### src/hw/uart_rx_pkg.sv
// shared constants and types of the serial receive buffer and status block
// assumes a 32-bit axi4-lite register side and a same-clock frame recovery unit
package uart_rx_pkg;

    // ----------------------------------------------------------------
    // register offsets (byte addresses, one aligned word each)
    // ----------------------------------------------------------------
    localparam int ADDR_W = 8;
    localparam logic [7:0] DATA_PORT_OFFS = 8'h00;
    localparam logic [7:0] STATUS_A_OFFS = 8'h04;
    localparam logic [7:0] CTRL_B_OFFS = 8'h08;
    localparam logic [7:0] CTRL_C_OFFS = 8'h0c;

    // ----------------------------------------------------------------
    // field positions
    // ----------------------------------------------------------------
    localparam int RX_DONE_POS = 7;
    localparam int STOP_ERR_POS = 4;
    localparam int OVERRUN_POS = 3;
    localparam int PARITY_FAIL_POS = 2;
    localparam int IRQ_EN_POS = 7;
    localparam int RX_EN_POS = 4;
    localparam int NINTH_POS = 1;
    localparam int PARITY_ON_POS = 5;
    localparam int PARITY_ODD_POS = 4;
    localparam int STOP_CNT_POS = 3;
    localparam int CSZ_LSB = 0;

    // writable bits of the control registers
    localparam logic [7:0] CTRL_B_WMASK = 8'h90;
    localparam logic [7:0] CTRL_C_WMASK = 8'h3f;

    // ----------------------------------------------------------------
    // reset values and encodings
    // ----------------------------------------------------------------
    localparam logic [7:0] CTRL_B_RESET = 8'h00;
    localparam logic [7:0] CTRL_C_RESET = 8'h03;
    localparam logic [2:0] CSZ_NINE = 3'h7;
    localparam logic [2:0] CSZ_EIGHT = 3'h3;
    localparam logic [1:0] RESP_OKAY = 2'h0;
    localparam logic [1:0] RESP_SLVERR = 2'h2;
    localparam int FIFO_DEPTH = 2;

    // one completed frame as the recovery unit hands it over
    typedef struct packed {
        logic [8:0] data;
        logic parity;
        logic stop1;
    } line_frame_type;

    // one receive fifo entry: data with its own status
    typedef struct packed {
        logic [7:0] data;
        logic ninth;
        logic stop_err;
        logic overrun;
        logic parity_fail;
    } entry_type;

endpackage

### src/hw/uart_rx_buffer.sv
// receive buffer and status logic of a serial port, axi4-lite register side
// assumes a recovery unit on core_clk_i delivering start and frame pulses
//
// Contract
// - done flag high exactly while fifo holds frames
// - clearing receiver enable empties the fifo
// - interrupt requested while done flag and enables set
// - data port read pops the oldest frame
// - error flags travel with their frame entry
// - error flags read-only, never raise interrupts
// - stop error equals inverted first stop bit
// - only first stop bit checked, count ignored
// - overrun when fifo full, hold busy, start
// - overrun pending clears on transfer into fifo
// - parity checked only when enabled, odd selectable
// - parity result stored with the frame entry
// - parity fail only if checked at arrival
// - disabling receiver abandons frame in progress at once
// - pin override released while receiver disabled
// - size seven gives nine bits, ninth bit shown
// - unused high data bits read as zero
`timescale 1ns/1ps
module uart_rx_buffer (
    input wire logic core_clk_i,
    input wire logic srst_i,
    // axi4-lite slave
    input wire logic [uart_rx_pkg::ADDR_W-1:0] s_axi_awaddr_i,
    input wire logic s_axi_awvalid_i,
    output logic s_axi_awready_o,
    input wire logic [31:0] s_axi_wdata_i,
    input wire logic [3:0] s_axi_wstrb_i,
    input wire logic s_axi_wvalid_i,
    output logic s_axi_wready_o,
    output logic [1:0] s_axi_bresp_o,
    output logic s_axi_bvalid_o,
    input wire logic s_axi_bready_i,
    input wire logic [uart_rx_pkg::ADDR_W-1:0] s_axi_araddr_i,
    input wire logic s_axi_arvalid_i,
    output logic s_axi_arready_o,
    output logic [31:0] s_axi_rdata_o,
    output logic [1:0] s_axi_rresp_o,
    output logic s_axi_rvalid_o,
    input wire logic s_axi_rready_i,
    // line side, from the recovery unit on the same clock
    input wire logic start_bit_i,
    input wire logic frame_valid_i,
    input wire uart_rx_pkg::line_frame_type frame_i,
    // system side
    input wire logic global_irq_en_i,
    output logic rx_done_irq_o,
    output logic rx_pin_override_o
);
    import uart_rx_pkg::*;

    typedef struct packed {
        logic [7:0] ctrl_b;
        logic [7:0] ctrl_c;
        entry_type hold;
        logic hold_valid;
        logic ovr_pending;
        logic aw_full;
        logic [ADDR_W-1:0] awaddr;
        logic w_full;
        logic [7:0] wdata;
        logic wlane0;
        logic awready;
        logic wready;
        logic bvalid;
        logic [1:0] bresp;
        logic arready;
        logic rvalid;
        logic [31:0] rdata;
        logic [1:0] rresp;
        logic irq;
    } top_state_type;

    top_state_type st;
    top_state_type next_st;

    entry_type head;
    entry_type push_entry;
    entry_type new_entry;
    logic [1:0] fifo_count;
    logic rx_done;
    logic fifo_full;
    logic flush;
    logic push;
    logic pop;
    logic [2:0] csz;
    logic [8:0] data_mask;
    logic [8:0] masked;
    logic [7:0] status_byte;
    logic [7:0] ctrl_b_byte;
    logic [7:0] read_byte;

    // ----------------------------------------------------------------
    // receive fifo
    // ----------------------------------------------------------------
    uart_rx_fifo fifo_inst (
        .core_clk_i(core_clk_i),
        .srst_i(srst_i),
        .push_i(push),
        .din_i(push_entry),
        .pop_i(pop),
        .flush_i(flush),
        .head_o(head),
        .count_o(fifo_count)
    );

    // ----------------------------------------------------------------
    // frame check: width mask, parity and stop bit
    // ----------------------------------------------------------------
    // sizes four to six are not defined; they are treated as eight bits
    always_comb begin
        csz = st.ctrl_c[CSZ_LSB +: 3];
        if (csz == CSZ_NINE) begin
            data_mask = 9'h1ff;
        end else if (csz <= CSZ_EIGHT) begin
            data_mask = 9'h1ff >> (3'h4 - csz);
        end else begin
            data_mask = 9'h0ff;
        end
        masked = frame_i.data & data_mask;
        new_entry.data = masked[7:0];
        new_entry.ninth = masked[8];
        new_entry.stop_err = ~frame_i.stop1;
        new_entry.overrun = 1'b0;
        // even parity fails on an odd count of ones, odd parity the other way
        new_entry.parity_fail = st.ctrl_c[PARITY_ON_POS]
            & (^masked ^ frame_i.parity ^ st.ctrl_c[PARITY_ODD_POS]);
    end

    // ----------------------------------------------------------------
    // readable views of status and control
    // ----------------------------------------------------------------
    always_comb begin
        status_byte = 8'h00;
        status_byte[RX_DONE_POS] = rx_done;
        status_byte[STOP_ERR_POS] = head.stop_err & rx_done;
        status_byte[OVERRUN_POS] = head.overrun & rx_done;
        status_byte[PARITY_FAIL_POS] = head.parity_fail & rx_done;
        ctrl_b_byte = st.ctrl_b;
        ctrl_b_byte[NINTH_POS] = head.ninth & rx_done;
    end

    assign rx_done = (fifo_count != 2'h0);
    assign fifo_full = (fifo_count == 2'h2);
    assign flush = ~st.ctrl_b[RX_EN_POS];

    // ----------------------------------------------------------------
    // next state: line side, register writes, register reads
    // ----------------------------------------------------------------
    always_comb begin
        next_st = st;
        pop = 1'b0;
        read_byte = 8'h00;

        // hold stage plays the shift register: it drains as soon as a slot frees
        push = st.hold_valid && !fifo_full && !flush;
        push_entry = st.hold;
        push_entry.overrun = st.ovr_pending;
        next_st.hold_valid = st.hold_valid && !push;
        if (push) begin
            next_st.ovr_pending = 1'b0;
        end
        // a newly finished frame replaces a held one lost to overrun
        if (frame_valid_i && !flush) begin
            next_st.hold = new_entry;
            next_st.hold_valid = 1'b1;
        end
        // set wins over the clear from a transfer in the same cycle
        if (start_bit_i && fifo_full && st.hold_valid && !flush) begin
            next_st.ovr_pending = 1'b1;
        end
        // disabled receiver drops the held frame and all pending status
        if (flush) begin
            next_st.hold_valid = 1'b0;
            next_st.ovr_pending = 1'b0;
        end

        // write address and data are taken in either order
        if (s_axi_awvalid_i && st.awready) begin
            next_st.aw_full = 1'b1;
            next_st.awaddr = s_axi_awaddr_i;
        end
        if (s_axi_wvalid_i && st.wready) begin
            next_st.w_full = 1'b1;
            next_st.wdata = s_axi_wdata_i[7:0];
            next_st.wlane0 = s_axi_wstrb_i[0];
        end
        if (st.bvalid && s_axi_bready_i) begin
            next_st.bvalid = 1'b0;
        end
        // only byte lane zero carries register bits
        if (st.aw_full && st.w_full && !st.bvalid) begin
            next_st.aw_full = 1'b0;
            next_st.w_full = 1'b0;
            next_st.bvalid = 1'b1;
            next_st.bresp = RESP_OKAY;
            unique case (st.awaddr)
                CTRL_B_OFFS: begin
                    if (st.wlane0) begin
                        next_st.ctrl_b = (st.ctrl_b & ~CTRL_B_WMASK)
                            | (st.wdata & CTRL_B_WMASK);
                    end
                end
                CTRL_C_OFFS: begin
                    if (st.wlane0) begin
                        next_st.ctrl_c = (st.ctrl_c & ~CTRL_C_WMASK)
                            | (st.wdata & CTRL_C_WMASK);
                    end
                end
                // error flags are stored in the fifo, so writes cannot touch them
                STATUS_A_OFFS: next_st.bresp = RESP_OKAY;
                DATA_PORT_OFFS: next_st.bresp = RESP_OKAY;
                default: next_st.bresp = RESP_SLVERR;
            endcase
        end

        // reads: one outstanding, answer one cycle after the address is taken
        if (st.rvalid && s_axi_rready_i) begin
            next_st.rvalid = 1'b0;
        end
        if (s_axi_arvalid_i && st.arready) begin
            next_st.rvalid = 1'b1;
            next_st.rresp = RESP_OKAY;
            unique case (s_axi_araddr_i)
                DATA_PORT_OFFS: begin
                    read_byte = rx_done ? head.data : 8'h00;
                    pop = rx_done && !flush;
                end
                STATUS_A_OFFS: read_byte = status_byte;
                CTRL_B_OFFS: read_byte = ctrl_b_byte;
                CTRL_C_OFFS: read_byte = st.ctrl_c;
                default: next_st.rresp = RESP_SLVERR;
            endcase
            next_st.rdata = {24'h000000, read_byte};
        end

        next_st.awready = !next_st.aw_full;
        next_st.wready = !next_st.w_full;
        next_st.arready = !next_st.rvalid;
        // only the done flag can request; error flags never do
        next_st.irq = rx_done && st.ctrl_b[IRQ_EN_POS] && global_irq_en_i;
    end

    // ----------------------------------------------------------------
    // state register
    // ----------------------------------------------------------------
    always_ff @(posedge core_clk_i) begin
        if (srst_i) begin
            st <= '0;
            st.ctrl_b <= CTRL_B_RESET;
            st.ctrl_c <= CTRL_C_RESET;
        end else begin
            st <= next_st;
        end
    end

    // ----------------------------------------------------------------
    // outputs, each straight from the state register
    // ----------------------------------------------------------------
    assign s_axi_awready_o = st.awready;
    assign s_axi_wready_o = st.wready;
    assign s_axi_bresp_o = st.bresp;
    assign s_axi_bvalid_o = st.bvalid;
    assign s_axi_arready_o = st.arready;
    assign s_axi_rdata_o = st.rdata;
    assign s_axi_rresp_o = st.rresp;
    assign s_axi_rvalid_o = st.rvalid;
    assign rx_done_irq_o = st.irq;
    assign rx_pin_override_o = st.ctrl_b[RX_EN_POS];
endmodule

### src/hw/uart_rx_fifo.sv
// two-entry receive fifo holding frames and their status
// assumes the caller never pushes while full; pops on empty are ignored
`timescale 1ns/1ps
module uart_rx_fifo (
    input wire logic core_clk_i,
    input wire logic srst_i,
    input wire logic push_i,
    input wire uart_rx_pkg::entry_type din_i,
    input wire logic pop_i,
    input wire logic flush_i,
    output uart_rx_pkg::entry_type head_o,
    output logic [1:0] count_o
);
    import uart_rx_pkg::*;

    typedef struct packed {
        entry_type [FIFO_DEPTH-1:0] mem;
        logic rd;
        logic wr;
        logic [1:0] count;
    } fifo_state_type;

    fifo_state_type st;
    fifo_state_type next_st;
    logic do_pop;
    logic do_push;

    // ----------------------------------------------------------------
    // pointer and storage update
    // ----------------------------------------------------------------
    always_comb begin
        next_st = st;
        do_pop = pop_i && (st.count != 2'h0);
        do_push = push_i && (st.count != 2'h2);
        if (do_push) begin
            next_st.mem[st.wr] = din_i;
            next_st.wr = ~st.wr;
        end
        if (do_pop) begin
            next_st.rd = ~st.rd;
        end
        next_st.count = st.count + {1'b0, do_push} - {1'b0, do_pop};
        // flush wins over everything: unread frames are discarded
        if (flush_i) begin
            next_st.rd = 1'b0;
            next_st.wr = 1'b0;
            next_st.count = 2'h0;
        end
    end

    always_ff @(posedge core_clk_i) begin
        if (srst_i) begin
            st <= '0;
        end else begin
            st <= next_st;
        end
    end

    assign head_o = st.mem[st.rd];
    assign count_o = st.count;
endmodule

### config.mk
export PLATFORM = sky130hd
export DESIGN_NAME = uart_rx_buffer
export DESIGN_NICKNAME = d
export VERILOG_FILES = /design/src/hw/uart_rx_pkg.sv /design/src/hw/uart_rx_buffer.sv /design/src/hw/uart_rx_fifo.sv
export SDC_FILE = /design/constraint.sdc
export NUM_CORES = 1
export LEC_CHECK = 0
export ABC_AREA = 1
export BUFFER_PORTS_ARGS = -buffer_cell sky130_fd_sc_hd__buf_4
export CORE_MARGIN = 3
export CORE_UTILIZATION = 35
export CTS_BUF_LIST = sky130_fd_sc_hd__clkbuf_2
export DETAILED_ROUTE_END_ITERATION = 10
export PLACE_DENSITY = 0.63
export SYNTH_ARGS = -nofsm -noshare
export SYNTH_HDL_FRONTEND = slang
export SYNTH_SLANG_ARGS = --single-unit
### constraint.sdc
create_clock -name core_clk_i -period 2.3 [get_ports core_clk_i]
set_clock_uncertainty 0.05 [all_clocks]
set_input_delay 0.23 -clock core_clk_i [delete_from_list [all_inputs] [get_ports core_clk_i]]
set_output_delay 0.23 -clock core_clk_i [all_outputs]
set_load 0.05 [all_outputs]
==> flow_summary.json, run 1 <==
{
  "die_h_um": 113,
  "fin_crit_ns": 2.09,
  "synth_cell_type_count": 39,
  "synth_area_leader_cell": "dfxtp_1",
  "hp-start": "s_axi_araddr_i[2]",
  "gp_congestion": 0.816,
  "synthToLayoutAreaGrowth_pct": 22.4,
  "worstPathArrival_ns": 2.50,
  "drt_wl_total_um": 9210,
  "drtAntennaViolNets": 0,
  "routed_via_density": 4.61,
  "cts_buffer_depth": 2,
  "clk_latency_ns": 0.52,
  "coreArea_mm2": 0.0110,
  "dp.cells": 728,
  "synth_cells": 546,
  "clock.fmax_ghz": 0.478,
  "ys_async_sr_fraction": 0,
  "cts_made_buffers": 9,
  "grt_max_degree": 42,
  "cp-end-kind": "register",
  "crit_path_max_incr_delay_ns": 0.54,
  "remaining_drc_errors": 0,
  "grt_pass1_wl_um": 15800,
  "antenna_cells": 0,
  "dieArea_mm2": 0.0128,
  "grt_antenna_before_repair": 0,
  "min_to": "s_axi_rdata_o[4]",
  "drtIter0Drc": 161,
  "tightest_slew_ns": 0.575,
  "rrSetupSlack_ns": 0.22,
  "cts_tree": "done",
  "status": "finished clean",
  "ios": 116,
  "rows": 38,
  "post_cts_buffers": 0,
  "via_count": 3588,
  "num-nets-final": 713,
  "grt_pass1_vias": 3449,
  "start_util": 0.363,
  "yosys.area.top_type_share": 0.415,
  "gr-usage-all-layers": 0.150,
  "cts.clk_slew.worst_paths_ns": 0.21,
  "hold_path_depth": 4,
  "r2r_end": "push_entry[0]",
  "port_buffers": 61,
  "cts_resized": 0,
  "synth_area_leaders": "dfxtp_1 42%, o21ai_0 8.9%, nand2_1 8.1%, nor2_1 6.9%, buf_4 6.8%",
  "path_cells": "dlygate4sd3_1 -> buf_4 -> nor2_2 -> nand4_2 -> nor2_2 -> inv_2 -> nor3_1 -> ha_1 -> inv_1 -> ha_1 -> xnor2_1 -> or2_2 -> a21oi_1",
  "place_hpwl_um": 6830,
  "yosysSeqAreaShare": 0.415,
  "grt_setup_unrepaired": "no",
  "critPathSlowestCell": "dlygate4sd3_1",
  "max-cap-violations": 0,
  "ys.flop_type": "dfxtp_1",
  "cpLargestDelayFamily": "simple AND/OR/NAND/NOR gates",
  "timing.rr.start": "csz[1]",
  "post-route-period-util": 0.909,
  "power.density_mw_per_mm2": 518,
  "synth-edff-count": 0,
  "setup_violations": 0,
  "cp.required_ns": 2.71,
  "tns_ns": 0,
  "hold_viol": 0,
  "critical_path_class": "input port to register",
  "grt_overflow": 0,
  "crit_buf_inv": 4,
  "crit_fanout": 4,
  "slew_headroom": 0.616,
  "report.final.slew_viol_count": 0,
  "drive_above_1_share": 0.185,
  "cp-start-kind": "input port",
  "die_x_um": 113,
  "htreeDepth": 3,
  "cts_num_sinks": 83,
  "drt_pass1_iterations": 4,
  "yosysWarnings": 0,
  "hp-class": "input port to register",
  "netlist_area_mm2": 0.00400,
  "r2r_cells": 13,
  "ys_ff_latch": 83,
  "leakagePower_nw": 2.16,
  "syn_area_per_cell_um2": 7.33,
  "stdcell_count": 778,
  "ir_drop_mv": 0.381,
  "ctsRootBufferMaster": "clkbuf_2",
  "drt-wirelength-per-cell_um": 11.8
}
layer usage:
layer  part of all wire  wire, µm  global-route usage
met5                  0         0                   0
met2               0.49      4530               0.264
met3              0.055       503              0.0396
met1               0.44      4020               0.180
met4              0.017       154              0.0441
worst register-to-register path, stage by stage, from the launching register on:
cell and delay, ns:
dfxtp_1 0.36, inv_1 0.09, ha_1 0.18, inv_1 0.05, ha_1 0.32, nor2_1 0.16, nand3_2 0.10, nand2_1 0.10
nand2_1 0.05, nand2_1 0.10, xor2_1 0.18, nand3_2 0.10, nand3_2 0.09, a21oi_2 0.05
synth_stat cells, types with 2 or more instances:
| library cell | number |
|---|---|
| o211ai_1 | 5 |
| nor2_1 | 74 |
| dfxtp_1 | 83 |
| ha_1 | 7 |
| nand4_1 | 2 |
| nand3_2 | 8 |
| nor2_2 | 3 |
| nand2_1 | 86 |
| a21oi_1 | 47 |
| xnor2_1 | 2 |
| inv_2 | 8 |
| clkbuf_1 | 15 |
| nand2_2 | 4 |
| nand2_4 | 2 |
| o21ai_0 | 71 |
| inv_1 | 53 |
| nand3_1 | 16 |
| o21ai_1 | 2 |
| xor2_1 | 3 |
| buf_4 | 36 |
how the worst max path moves through the flow:
| stage | cells past startpoint | slack [ns] | to | startpoint |
|---|---|---|---|---|
| 6_report | 13 | 0.21 | fifo_inst.count_o[1] | s_axi_araddr_i[0] |
| 5_1_grt | 13 | 0.0001 | push_entry[0] | csz[1] |
| 3_3_place_gp | 14 | 0.20 | fifo_inst.count_o[1] | s_axi_araddr_i[7] |
| 4_1_cts | 13 | 0.16 | push_entry[0] | csz[1] |
| 2_1_floorplan | 9 | 0.19 | fifo_inst.count_o[1] | s_axi_arready_o |
| 3_5_place_dp | 14 | 0.09 | fifo_inst.count_o[1] | s_axi_araddr_i[5] |
registers in the layout (all words and copies together), names as in the netlist, 2 cells and up:
register and flops:
s_axi_rdata_o 8, fifo_inst.count_o 2, csz 3, push_entry 12, st 22, fifo_inst.st 26
stage by stage:
stage                     hold WS, ns  setup slack, ns  cell area [µm²]  power (W)  utilization
after floorplan                 0.270            0.195             4100    0.00182            -
after global placement          0.358            0.199             4470    0.00189        0.405
after detailed placement        0.362           0.0930             4470    0.00189        0.405
after CTS                      0.0144            0.162             4900    0.00256        0.444
after global routing           0.0348        0.0000995             4900    0.00267        0.444
final                          0.0542            0.208             4900    0.00254        0.444
final cells by class:
class                   count  area [µm²]
clock buffers               9        45.0
clock inverters             7        45.0
fillers                  1131        6130
inverters                  61         229
multi-input cells         373        1860
flip-flops and latches     83        1660
well taps                 140         175
repair buffers            105         886
cells by family after synthesis:
kind of cell	synth area share
other	0.000937
XOR/XNOR	0.0109
flip-flops	0.415
buffers and inverters	0.144
adder cells (fa/ha/maj)	0.0219
AND/OR/NAND/NOR	0.232
AO/OA/AOI/OAI	0.175
what timing repair did:
| item | in CTS | in global routing |
|---|---|---|
| hold buffers | 34 | 0 |
| hold endpoints to repair | 46 | 0 |
| setup endpoints to repair | 0 | 0 |
report_power, final:
| part | leakage, nW | total, W | switching (W) | internal, W |
|---|---|---|---|---|
| Clock | 0.0513 | 0.000629 | 0.000494 | 0.000135 |
| Sequential | 0.673 | 0.00149 | 0.0000155 | 0.00147 |
| Combinational | 1.43 | 0.000419 | 0.000267 | 0.000152 |
cells in the final DEF, fill, tap and decap left out, drive strengths merged, types with 3 or more instances in the layout:
master / synthesis / final
nand2: 92 / 92
dfxtp: 83 / 83
nor2: 77 / 77
o21ai: 73 / 73
buf: 38 / 71
inv: 61 / 61
a21oi: 49 / 49
dlygate4sd3: 0 / 34
conb: 1 / 26
nand3: 25 / 25
clkbuf: 16 / 9
ha: 7 / 7
o211ai: 5 / 5
clkinv: 0 / 4
xor2: 3 / 3
clkinvlp: 0 / 3
nand4: 3 / 3
nor4: 3 / 3
Power figures use the tool's default switching activity.
==> run 2, diff against run 1 <==
Settings changed: PLACE_DENSITY 0.63 to 0.56.
==> flow_summary.json, run 2 (same netlist as run 1, synthesis figures left out) <==
{
  "status": "finished clean",
  "grt_overflow": 0,
  "internal_power_w": 0.00198,
  "cp-end-kind": "register",
  "clk_latency_ns": 0.51,
  "leakagePower_nw": 2.19,
  "hold_viol": 0,
  "antenna_cells": 0,
  "power.density_mw_per_mm2": 552,
  "critical_path_class": "input port to register",
  "htreeDepth": 3,
  "routed_via_density": 4.58,
  "post-route-period-util": 0.916,
  "cts_buffer_depth": 2,
  "cp-start-kind": "input port",
  "cp.required_ns": 2.71,
  "coreArea_mm2": 0.0110,
  "cts_made_buffers": 9,
  "comb_power_share": 0.153,
  "grt_antenna_before_repair": 0,
  "remaining_drc_errors": 0,
  "cts.clk_slew.worst_paths_ns": 0.22,
  "worstPathArrival_ns": 2.51,
  "slew_headroom": 0.660,
  "via_count": 3572,
  "ctsRootBufferMaster": "clkbuf_2",
  "gr-usage-all-layers": 0.152,
  "start_util": 0.363,
  "die_h_um": 113,
  "ir_drop_mv": 0.337,
  "synthToLayoutAreaGrowth_pct": 24.0,
  "pwr-share-seq": 0.543,
  "grt_pass1_vias": 3449,
  "place_area_mm2": 0.00448,
  "fin_area_mm2": 0.00496,
  "drt_pass1_iterations": 4,
  "cts_tree": "done",
  "final_cell_mix": "86 x nand2_1, 83 x dfxtp_1, 73 x nor2_1",
  "tightest_slew_ns": 0.509,
  "grt_setup_unrepaired": "no",
  "num-nets-final": 715,
  "drt-wirelength-per-cell_um": 12.0,
  "port_buffers": 61,
  "dieArea_mm2": 0.0128,
  "dp.cells": 729,
  "clock.fmax_ghz": 0.475,
  "die_x_um": 113,
  "drtAntennaViolNets": 0,
  "max-cap-violations": 0,
  "largest_reg_flops": 26,
  "seqCellArea_mm2": 0.00166,
  "drive_above_1_share": 0.188,
  "report.final.slew_viol_count": 0,
  "mostFrequentLayoutCell": "nand2_1",
  "setup_violations": 0,
  "power_frac_clock": 0.303,
  "rows": 38,
  "power.switching_w": 0.000756,
  "p_sw_frac": 0.276,
  "largest-register": "fifo_inst.st",
  "crit_fanout": 4,
  "fin_util": 0.450,
  "grt_max_degree": 46,
  "cts_num_sinks": 83,
  "drtIter0Drc": 143,
  "hp-class": "input port to register",
  "multi_input_area_mm2": 0.00186,
  "grt_pass1_wl_um": 15900,
  "fin_crit_ns": 2.11,
  "gp_congestion": 0.830,
  "ios": 116,
  "fill_cells": 1135,
  "stdcell_count": 780,
  "drt_wl_total_um": 9330,
  "place_hpwl_um": 6850,
  "tns_ns": 0
}
## run 2: layout make-up
cell class | count | share of cell area
sequential | 83 | 0.335
clock inverter | 6 | 0.0161
timing repair buffer | 107 | 0.182
clock buffer | 10 | 0.0101
tap | 140 | 0.0353
inverter | 61 | 0.0461
multi-input combinational | 373 | 0.376
## run 2: power groups by stage
stage | Sequential (W) | Clock [W] | Combinational (W)
final | 0.00149 | 0.000832 | 0.000419
after global routing | 0.00150 | 0.000925 | 0.000465
after CTS | 0.00149 | 0.000865 | 0.000420
after detailed placement | 0.00152 | 0 | 0.000375
after global placement | 0.00152 | 0 | 0.000372
after floorplan | 0.00154 | 0 | 0.000280
## run 2: repair_timing
| item | 4_1_cts | 5_1_grt |
|---|---|---|
| resized for setup | 0 | 2 |
| endpoints found under the hold margin | 46 | 1 |
| endpoints found under the setup margin | 0 | 1 |
| hold buffers | 34 | 1 |
| buffers inserted | 0 | 0 |
## run 2: worst paths after layout
kind                               end  depth (start not counted)              start  slack, ns
hold reg to reg       fifo_inst.st[10]                          2   fifo_inst.st[10]       0.41
hold / removal                  st[42]                          4     s_axi_wvalid_i       0.06
setup / recovery  fifo_inst.count_o[1]                         13  s_axi_araddr_i[1]       0.19
setup reg to reg         push_entry[0]                         13             csz[1]       0.25
## run 2: through the flow
stage               setup slack (ns)  hold WS [ns]  total power, W
floorplan                      0.195         0.270         0.00182
global placement               0.183         0.358         0.00189
detailed placement             0.120         0.358         0.00189
CTS                            0.149       0.00206         0.00278
global route                 0.00251        0.0101         0.00289
finish                         0.194        0.0620         0.00274
## run 2: worst max-delay path, cell delays in order
cell and delay, ns:
dlygate4sd3_1 0.53, buf_4 0.13, nor2_2 0.18, nand4_2 0.16, nor2_2 0.15, inv_2 0.08
nor3_1 0.14, ha_1 0.25, inv_1 0.05, ha_1 0.15, xnor2_1 0.07, or2_2 0.27
a21oi_1 0.12
## run 2: per-layer routing
layer,global-route usage,wire length [µm],up-vias
met1,0.189,4240,1594
met3,0.0342,380,15
met5,0,0,-
li1,-,-,1882
met2,0.260,4510,81
met4,0.0497,198,0
